### src/rtl/lsg_pkg.sv
package lsg_pkg;

  // ----------------------------------------------------------
  // Register offsets
  // ----------------------------------------------------------
  localparam logic [3:0] A_SEG_DATA  = 4'h0;
  localparam logic [3:0] A_SEG_DIR   = 4'h1;
  localparam logic [3:0] A_ONE_DATA  = 4'h2;
  localparam logic [3:0] A_ONE_DIR   = 4'h3;
  localparam logic [3:0] A_OUT_DATA  = 4'h4;
  localparam logic [3:0] A_OUT_MODE  = 4'h5;
  localparam logic [3:0] A_COM_DATA  = 4'h6;
  localparam logic [3:0] A_COM_DIR   = 4'h7;
  localparam logic [3:0] A_IN_DATA   = 4'h8;
  localparam logic [3:0] A_IN_MODE   = 4'h9;
  localparam logic [3:0] A_INT_EDGE  = 4'hA;

  // ----------------------------------------------------------
  // Field positions
  // ----------------------------------------------------------
  localparam int B_PULSE_A  = 0;
  localparam int B_PULSE_B  = 1;
  localparam int B_STEPUP   = 3;
  localparam int B_EXT_INT  = 3;
  localparam int B_RISING   = 0;

  // Synchronised pin vector layout
  localparam int PIN_W      = 17;
  localparam int P_SEG_LSB  = 0;
  localparam int P_ONE      = 8;
  localparam int P_COM_LSB  = 9;
  localparam int P_IN_LSB   = 13;

  // ----------------------------------------------------------
  // Reset values and fixed read values
  // ----------------------------------------------------------
  localparam logic [5:0] OUT_DATA_RST = 6'h3F;
  localparam logic [7:0] ALL_ONES     = 8'hFF;
  localparam logic [1:0] OUT_RSV_RD   = 2'h3;
  localparam logic [3:0] NIB_RSV_RD   = 4'hF;
  localparam logic [2:0] IN_MODE_RSV  = 3'h7;

  // ----------------------------------------------------------
  // Select codes
  // ----------------------------------------------------------
  localparam logic [3:0] SEG_HI_MIN  = 4'h6;
  localparam logic [3:0] SEG_HI_MAX  = 4'hD;
  localparam logic [3:0] SEG_LO_MIN  = 4'h5;
  localparam logic [3:0] SEG_LO_MAX  = 4'hC;
  localparam logic [3:0] SEG_ONE_MIN = 4'h7;
  localparam logic [3:0] SEG_ONE_MAX = 4'hE;
  localparam logic [3:0] SEG_COM_IO  = 4'h0;
  localparam logic [3:0] ADC_CH0     = 4'h4;
  localparam logic [3:0] ADC_CH1     = 4'h5;
  localparam logic [3:0] ADC_CH2     = 4'h6;
  localparam logic [3:0] ADC_CH3     = 4'h7;

  function automatic logic in_range(
    input logic [3:0] code,
    input logic [3:0] lo,
    input logic [3:0] hi
  );
    in_range = (code >= lo) && (code <= hi);
  endfunction : in_range

endpackage : lsg_pkg

### src/rtl/lsg_pin_sync.sv
`timescale 1ns/100ps
module lsg_pin_sync #(
  parameter int W = 1
) (
  input  wire logic         CLK,
  input  wire logic         RST,
  input  wire logic [W-1:0] d,
  output logic      [W-1:0] q
);

  logic [W-1:0] s1;
  logic [W-1:0] s2;
  logic [W-1:0] s3;

  // ----------------------------------------------------------
  // Three stages, change taken once stages two and three agree
  // ----------------------------------------------------------
  always_ff @(posedge CLK)
  begin
    s1 <= d;
    s2 <= s1;
    s3 <= s2;
  end

  always_ff @(posedge CLK)
  begin
    if (RST)
    begin
      q <= '0;
    end
    else
    begin
      for (int i = 0; i < W; i++)
      begin
        if (s2[i] == s3[i])
        begin
          q[i] <= s3[i];
        end
      end
    end
  end

endmodule : lsg_pin_sync

### src/rtl/lsg_gpio_ports.sv
`timescale 1ns/100ps
module lsg_gpio_ports
  import lsg_pkg::*;
(
  input  wire logic       CLK,
  input  wire logic       RST,
  input  wire logic [3:0] ADDR,
  input  wire logic [7:0] WDATA,
  input  wire logic       WR,
  input  wire logic       RD,
  output logic      [7:0] RDATA,
  input  wire logic [3:0] SEGMENT_SELECT_FIELD,
  input  wire logic [3:0] ANALOG_CHANNEL_CODE,
  input  wire logic [7:0] LCD_SEGMENT_OUT,
  input  wire logic       LCD_SEGMENT_ONEBIT,
  input  wire logic [3:0] LCD_COMMON_OUT,
  input  wire logic       PULSE_A_IN,
  input  wire logic       PULSE_B_IN,
  input  wire logic [7:0] SEG_PORT_IN,
  output logic      [7:0] SEG_PORT_OUT,
  output logic      [7:0] SEG_PORT_OE,
  input  wire logic       ONEBIT_IN,
  output logic            ONEBIT_OUT,
  output logic            ONEBIT_OE,
  output logic      [5:0] OUT_PORT,
  output logic            STEPUP_ENABLE,
  input  wire logic [3:0] COM_PORT_IN,
  output logic      [3:0] COM_PORT_OUT,
  output logic      [3:0] COM_PORT_OE,
  input  wire logic [3:0] IN_PORT,
  output logic            EXT_INTERRUPT
);

  logic [7:0]       seg_data;
  logic [7:0]       seg_dir;
  logic             one_data;
  logic             one_dir;
  logic [5:0]       out_data;
  logic             pulse_a_select;
  logic             pulse_b_select;
  logic             stepup_disable;
  logic [3:0]       com_data;
  logic [3:0]       com_dir;
  logic             ext_interrupt_select;
  logic             rising_edge_sel;
  logic [PIN_W-1:0] pin_f;
  logic             irq_prev;
  logic             hi_on;
  logic             lo_on;
  logic             one_on;
  logic             com_io;
  logic [3:0]       in_read;
  logic [7:0]       next_rdata;

  // ----------------------------------------------------------
  // Pin synchronisers
  // ----------------------------------------------------------
  lsg_pin_sync #(
    .W (PIN_W)
  ) u_sync (
    .CLK (CLK),
    .RST (RST),
    .d   ({IN_PORT, COM_PORT_IN, ONEBIT_IN, SEG_PORT_IN}),
    .q   (pin_f)
  );

  // ----------------------------------------------------------
  // Pin function decode
  // ----------------------------------------------------------
  always_comb
  begin
    hi_on  = in_range(SEGMENT_SELECT_FIELD, SEG_HI_MIN, SEG_HI_MAX);
    lo_on  = in_range(SEGMENT_SELECT_FIELD, SEG_LO_MIN, SEG_LO_MAX);
    one_on = in_range(SEGMENT_SELECT_FIELD, SEG_ONE_MIN, SEG_ONE_MAX);
    com_io = (SEGMENT_SELECT_FIELD == SEG_COM_IO);
  end

  // Analog-selected pins read low, except pin 3 while ext_interrupt_select is set
  always_comb
  begin
    in_read = pin_f[P_IN_LSB +: 4];
    if (ANALOG_CHANNEL_CODE == ADC_CH0)
    begin
      in_read[0] = 1'b0;
    end
    if (ANALOG_CHANNEL_CODE == ADC_CH1)
    begin
      in_read[1] = 1'b0;
    end
    if (ANALOG_CHANNEL_CODE == ADC_CH2)
    begin
      in_read[2] = 1'b0;
    end
    if (ANALOG_CHANNEL_CODE == ADC_CH3 && !ext_interrupt_select)
    begin
      in_read[3] = 1'b0;
    end
  end

  // ----------------------------------------------------------
  // Segment-shared port registers
  // ----------------------------------------------------------
  always_ff @(posedge CLK)
  begin
    if (RST)
    begin
      seg_data <= 8'h00;
      seg_dir  <= 8'h00;
    end
    else if (WR && ADDR == A_SEG_DATA)
    begin
      seg_data <= WDATA;
    end
    else if (WR && ADDR == A_SEG_DIR)
    begin
      seg_dir <= WDATA;
    end
  end

  // ----------------------------------------------------------
  // One-bit port registers
  // ----------------------------------------------------------
  always_ff @(posedge CLK)
  begin
    if (RST)
    begin
      one_data <= 1'b0;
      one_dir  <= 1'b0;
    end
    else if (WR && ADDR == A_ONE_DATA)
    begin
      one_data <= WDATA[0];
    end
    else if (WR && ADDR == A_ONE_DIR)
    begin
      one_dir <= WDATA[0];
    end
  end

  // ----------------------------------------------------------
  // Output-only port registers
  // ----------------------------------------------------------
  always_ff @(posedge CLK)
  begin
    if (RST)
    begin
      out_data       <= OUT_DATA_RST;
      pulse_a_select <= 1'b0;
      pulse_b_select <= 1'b0;
      stepup_disable <= 1'b0;
    end
    else if (WR && ADDR == A_OUT_DATA)
    begin
      out_data <= WDATA[5:0];
    end
    else if (WR && ADDR == A_OUT_MODE)
    begin
      pulse_a_select <= WDATA[B_PULSE_A];
      pulse_b_select <= WDATA[B_PULSE_B];
      stepup_disable <= WDATA[B_STEPUP];
    end
  end

  // ----------------------------------------------------------
  // Common-shared port registers
  // ----------------------------------------------------------
  always_ff @(posedge CLK)
  begin
    if (RST)
    begin
      com_data <= 4'h0;
      com_dir  <= 4'h0;
    end
    else if (WR && ADDR == A_COM_DATA)
    begin
      com_data <= WDATA[3:0];
    end
    else if (WR && ADDR == A_COM_DIR)
    begin
      com_dir <= WDATA[3:0];
    end
  end

  // ----------------------------------------------------------
  // Input-only port mode and edge choice
  // ----------------------------------------------------------
  always_ff @(posedge CLK)
  begin
    if (RST)
    begin
      ext_interrupt_select <= 1'b0;
      rising_edge_sel      <= 1'b0;
    end
    else if (WR && ADDR == A_IN_MODE)
    begin
      ext_interrupt_select <= WDATA[B_EXT_INT];
    end
    else if (WR && ADDR == A_INT_EDGE)
    begin
      rising_edge_sel <= WDATA[B_RISING];
    end
  end

  // ----------------------------------------------------------
  // Read mux
  // ----------------------------------------------------------
  always_comb
  begin
    next_rdata = 8'h00;
    case (ADDR)
      A_SEG_DATA:
        next_rdata = (seg_dir & seg_data)
                   | (~seg_dir & pin_f[P_SEG_LSB +: 8]);
      A_SEG_DIR:
        next_rdata = ALL_ONES;
      A_ONE_DATA:
        next_rdata = {7'h00, one_dir ? one_data : pin_f[P_ONE]};
      A_ONE_DIR:
        next_rdata = ALL_ONES;
      A_OUT_DATA:
        next_rdata = {OUT_RSV_RD, out_data};
      A_OUT_MODE:
        next_rdata = {NIB_RSV_RD, stepup_disable, 1'b0,
                      pulse_b_select, pulse_a_select};
      A_COM_DATA:
        next_rdata = {NIB_RSV_RD, (com_dir & com_data)
                     | (~com_dir & pin_f[P_COM_LSB +: 4])};
      A_COM_DIR:
        next_rdata = ALL_ONES;
      A_IN_DATA:
        next_rdata = {4'h0, in_read};
      A_IN_MODE:
        next_rdata = {NIB_RSV_RD, ext_interrupt_select,
                      IN_MODE_RSV};
      A_INT_EDGE:
        next_rdata = {7'h00, rising_edge_sel};
      default:
        next_rdata = 8'h00;
    endcase
  end

  always_ff @(posedge CLK)
  begin
    if (RST)
    begin
      RDATA <= 8'h00;
    end
    else
    begin
      RDATA <= RD ? next_rdata : 8'h00;
    end
  end

  // ----------------------------------------------------------
  // Pin drive, alternate function first
  // ----------------------------------------------------------
  always_ff @(posedge CLK)
  begin
    if (RST)
    begin
      SEG_PORT_OUT <= 8'h00;
      SEG_PORT_OE  <= 8'h00;
      ONEBIT_OUT   <= 1'b0;
      ONEBIT_OE    <= 1'b0;
    end
    else
    begin
      SEG_PORT_OUT[7:4] <= hi_on ? LCD_SEGMENT_OUT[7:4] : seg_data[7:4];
      SEG_PORT_OE[7:4]  <= hi_on ? 4'hF : seg_dir[7:4];
      SEG_PORT_OUT[3:0] <= lo_on ? LCD_SEGMENT_OUT[3:0] : seg_data[3:0];
      SEG_PORT_OE[3:0]  <= lo_on ? 4'hF : seg_dir[3:0];
      ONEBIT_OUT        <= one_on ? LCD_SEGMENT_ONEBIT : one_data;
      ONEBIT_OE         <= one_on | one_dir;
    end
  end

  always_ff @(posedge CLK)
  begin
    if (RST)
    begin
      COM_PORT_OUT <= 4'h0;
      COM_PORT_OE  <= 4'h0;
    end
    else
    begin
      COM_PORT_OUT <= com_io ? com_data : LCD_COMMON_OUT;
      COM_PORT_OE  <= com_io ? com_dir : 4'hF;
    end
  end

  always_ff @(posedge CLK)
  begin
    if (RST)
    begin
      OUT_PORT      <= OUT_DATA_RST;
      STEPUP_ENABLE <= 1'b0;
    end
    else
    begin
      OUT_PORT[5:2] <= out_data[5:2];
      OUT_PORT[0]   <= pulse_a_select ? PULSE_A_IN : out_data[0];
      OUT_PORT[1]   <= pulse_b_select ? PULSE_B_IN : out_data[1];
      STEPUP_ENABLE <= !stepup_disable;
    end
  end

  // ----------------------------------------------------------
  // External interrupt edge detect
  // ----------------------------------------------------------
  always_ff @(posedge CLK)
  begin
    if (RST)
    begin
      irq_prev      <= 1'b0;
      EXT_INTERRUPT <= 1'b0;
    end
    else
    begin
      irq_prev      <= pin_f[P_IN_LSB + 3];
      EXT_INTERRUPT <= ext_interrupt_select
                     && (pin_f[P_IN_LSB + 3] != irq_prev)
                     && (pin_f[P_IN_LSB + 3] == rising_edge_sel);
    end
  end
endmodule : lsg_gpio_ports

### config.mk
export PLATFORM = sky130hd
export DESIGN_NAME = lsg_gpio_ports
export DESIGN_NICKNAME = d
export VERILOG_FILES = /design/src/rtl/lsg_pkg.sv /design/src/rtl/lsg_pin_sync.sv /design/src/rtl/lsg_gpio_ports.sv
export SDC_FILE = /design/constraint.sdc
export NUM_CORES = 1
export LEC_CHECK = 0
export ABC_AREA = 1
export BUFFER_PORTS_ARGS = -buffer_cell sky130_fd_sc_hd__buf_2
export CAP_MARGIN = 20
export CELL_PAD_IN_SITES_DETAIL_PLACEMENT = 1
export CELL_PAD_IN_SITES_GLOBAL_PLACEMENT = 1
export CORE_MARGIN = 5
export CORE_UTILIZATION = 43
export CTS_BUF_LIST = sky130_fd_sc_hd__clkbuf_8 sky130_fd_sc_hd__clkbuf_16
export DETAILED_ROUTE_END_ITERATION = 16
export PLACE_DENSITY_LB_ADDON = 0.15
export SETUP_SLACK_MARGIN = 0.5
export SYNTH_ARGS = -nofsm -noshare
export SYNTH_HDL_FRONTEND = slang
export SYNTH_HIERARCHICAL = 1
export SYNTH_SLANG_ARGS = --single-unit
### constraint.sdc
create_clock -name CLK -period 1.5 [get_ports CLK]
set_input_delay 0.225 -clock CLK [delete_from_list [all_inputs] [get_ports CLK]]
set_output_delay 0.225 -clock CLK [all_outputs]
set_load 0.1 [all_outputs]
# Yosys cells after proc, flatten, opt, wreduce, memory -nomap -nowiden
# Cells that the tools add are included.
# word_totals
wordCells	139
input_bits	56
ff_bits	148
# classes
order_cmp	6
reduce_logical	27
n_eq_ne	33
bitwise_logic	15
mux	15
# op_table
cell	count
$pmux W8 S9	1
$eq A4 B3 Y1 const B	8
$mux W4	6
$eq A1 B1 Y1	18
$and A8 B8 Y8	2
$logic_and A1 B1 Y1	16
$eq A4 B4 Y1 const B	3
$ge A4 B3 Y1 const B	3
$le A4 B4 Y1 const B	3
$reduce_and A2 Y1	5
$and A4 B4 Y4	2
$eq A4 B2 Y1 const B	2
$logic_not A4 Y1	2
$mux W1	8
$not A8 Y8	1
$or A8 B8 Y8	1
$not A1 Y1	6
$eq A4 B1 Y1 const B	1
$not A4 Y4	1
$or A4 B4 Y4	1
$reduce_or A3 Y1	1
$logic_not A1 Y1	2
$reduce_or A2 Y1	1
$ne A1 B1 Y1	1
$or A1 B1 Y1	1

# Longest topological paths before layout
# logic_depth
ltp_word	4
mapped_depth	9
depth_no_buf	9

# By module
# The synthesis kept the hierarchy.
# by_module_without_submodules
mod	area_per_inst_um2	seq_area_each_um2	n_inst	cells_per_inst
lsg_gpio_ports	3241.9	1601.5	1	449
lsg_pin_sync	1681.6	1361.3	1	121

# Worst setup path before layout
# OpenSTA, ideal clock, no wires.
# synth_timing
kind	reg-to-output
from	reg COM_PORT_OE[0]
to	out COM_PORT_OE[0]
stages_incl_launch_ff	1
slack_ns	0.366
path_buffers	0
arrival_ns	0.909
path_cell_list	dfxtp_1
# synth_rtl
element	line_no	rtl
start, declared	lsg_gpio_ports.sv:29	output logic [3:0] COM_PORT_OE,
start signal, assigned	lsg_gpio_ports.sv:287	COM_PORT_OE <= com_io ? com_dir : 4'hF;
# No word-level cell between the ends.

# Worst setup path in the final report
# layout_timing
from	reg COM_PORT_OE[2]
to	out COM_PORT_OE[2]
# No word-level cell between the ends.

==> impl_metrics.yaml <==
status:
  status: "completed"
sta:
  clock_skew_ns: 0.0104
  hold_viol: 0
  slew_headroom: 0.701
  report.final.slew_viol_count: 0
  fin_crit_sh: 0.786
  rsz0062_at_grt: "yes"
  finalSetupViolCount: 0
  fin_crit_ns: 1.18
  timing.fmax_mhz: 848
  worst_pin_slew_ns: 0.448
  fin_setup_tns_ns: 0
setup_path:
  worstReg2RegStart: "one_dir"
  crit_start: "COM_PORT_OE[2]"
  crit_type: "flop to primary output"
  max_stage_delay_ns: 0.35
  reg2reg_setup_slack_ns: 0.48
  r2r_cells: 8
  crit_required_ns: 1.27
  critical-path-top-delay-family: "flip-flops"
  worst-path-buf-inv: 1
  path_cells: "buf_12"
  crit_end: "COM_PORT_OE[2]"
  cp_slowest_cell: "dfxtp_2"
  worstReg2RegEnd: "RDATA[0]"
  arrival_ns: 0.95
  cp-start-kind: "flop"
  endpoint_kind: "primary output"
  cp_max_fo: 1
  worst-path-stages: 1
floorplan:
  core-area_mm2: 0.0113
  dieHeight_um: 117
  rows: 39
  die_w_um: 117
  num_io_pins: 98
  die_area_mm2: 0.0137
  start_util: 0.435
detailed_routing:
  antenna_left: 0
  totalWireLength_um: 16400
  drtIter0Drc: 222
  viasPerCell: 5.10
  top_layer_used: "met4"
  wl_met2_um: 8700
  dr.pass1.iters: 4
  drcViolationCount: 0
  wire_per_inst_um: 18.9
  wl_met1_um: 6690
  num_vias: 4431
  wl_met3_um: 744
synth:
  synth_area_mm2: 0.00492
  synth_top_area_share: 0.602
  syn_area_per_cell_um2: 8.64
  synth_seq_cells: 148
  syn_inst: 570
  syn_nets: 626
  ys_types: 27
  netlist_top_cells_area: "dfxtp_1, nand2_1, a21oi_1"
  yosysTopAreaCell: "dfxtp_1"
  yosysSeqAreaShare: 0.602
  yosysWarnings: 6
clock_tree:
  cts_sinks: 148
  ctsRootBufferMaster: "clkbuf_16"
  clock_path_buffers: 2
  cts_buffers: 17
  clk_latency_ns: 0.42
  cts_tree: "built"
  clk_pin_slew_ns: 0.06
  htreeDepth: 4
placement:
  gp_congestion: 0.836
  dp_hpwl_um: 10100
  port_buffers: 97
power:
  p_per_area_mw_per_mm2: 1390
  p_leak_uw: 0.00318
  ir_drop_mv: 1.15
final_layout:
  antennaDiodeCount: 0
  fill_cells: 1235
  multi_input_area_mm2: 0.00181
  syn_to_final_growth_pct: 49.4
  final_cell_mix: "dfxtp_1, nand2_1, nor2_1"
  nets: 769
  final_common_cell: "dfxtp_1"
  layout-drive-gt1-share: 0.406
  final_core_util: 0.650
  seq_area_mm2: 0.00305
job:
  drv_cap: 0
min_path:
  hold_class: "primary input to flop"
  hold_path_depth: 3
global_routing:
  overflow: 0
  grt_max_degree: 28
  grt_pass1_wl_um: 25600
  grt_pass1_vias: 4845
  antenna_found_initial: 0
  grt_use_total: 0.250
## flip-flops by register name (all words and copies together) (netlist names), 6 cells and up
register / cells
OUT_PORT: 6
RDATA: 8
SEG_PORT_OE: 8
SEG_PORT_OUT: 8
out_data: 6
seg_data: 8
seg_dir: 8
u_sync/q: 17
u_sync/s1: 17
u_sync/s2: 17
u_sync/s3: 17
## where the power goes
group          total (µW)  switching (µW)  leakage (µW)  internal (µW)
clock                4650            1590      0.000331           3060
sequential           4270             141       0.00124           4130
combinational        1330             860       0.00160            471
## final cells by class
type,count,area share
clock inverters,12,0.0254
repair buffers,136,0.199
multi-input cells,359,0.246
clock buffers,20,0.0635
well taps,143,0.0243
inverters,51,0.0264
flip-flops and latches,148,0.415
## synthesized netlist by cell type
cell	n
a21oi_1	63
buf_1	1
buf_12	1
buf_2	1
buf_4	1
buf_6	1
clkbuf_1	7
dfxtp_1	148
inv_1	47
inv_2	3
inv_4	1
nand2_1	97
nand2_2	3
nand2_4	2
nand3_1	30
nand3_2	1
nor2_1	73
nor2_2	14
nor2_4	3
nor3_1	2
nor4_1	1
o211ai_1	2
o21ai_0	54
o21ai_2	10
o22ai_1	1
or2_2	2
xor2_1	1
## metrics by stage
step                setup WS, ns  cell area, µm²  cells  total power, µW  hold WS [ns]
floorplan                  0.519            4980    570             5030         0.253
global placement           0.168            5650    807             5290         0.311
detailed placement         0.123            5650    807             5330         0.313
CTS                        0.315            7150    857            10200        0.0293
global route               0.292            7350    869            10600        0.0565
finish                     0.321            7350    869            10300        0.0409
## worst min-delay path by stage
stage,startpoint,end
3_5_place_dp,u_sync/s1[14],u_sync/s2[14]
3_3_place_gp,u_sync/s1[5],u_sync/s2[5]
5_1_grt,PULSE_B_IN,OUT_PORT[1]
2_1_floorplan,SEG_PORT_IN[0],u_sync/s1[0]
6_report,PULSE_A_IN,OUT_PORT[0]
4_1_cts,PULSE_A_IN,OUT_PORT[0]
## metal layers
layer  up-vias  GRT usage
li1       2126          -
met1      2163      0.285
met2       121      0.462
met3        21     0.0499
met4         0     0.0902
met5         -          0
## cell families after synthesis
group / Yosys count / synth area share
XOR/XNOR: 1 / 0.00178
AO/OA/AOI/OAI: 130 / 0.141
AND/OR/NAND/NOR: 228 / 0.201
flip-flops: 148 / 0.602
buffers and inverters: 63 / 0.0544
## repair_timing
action	in CTS	in global routing
endpoints found under the hold margin	17	0
resized for setup	193	53
setup endpoints to repair	47	65
pin swaps	8	24
buffers inserted	1	12
hold buffers	17	0
Note: power is estimated with default switching activity, not from simulation.
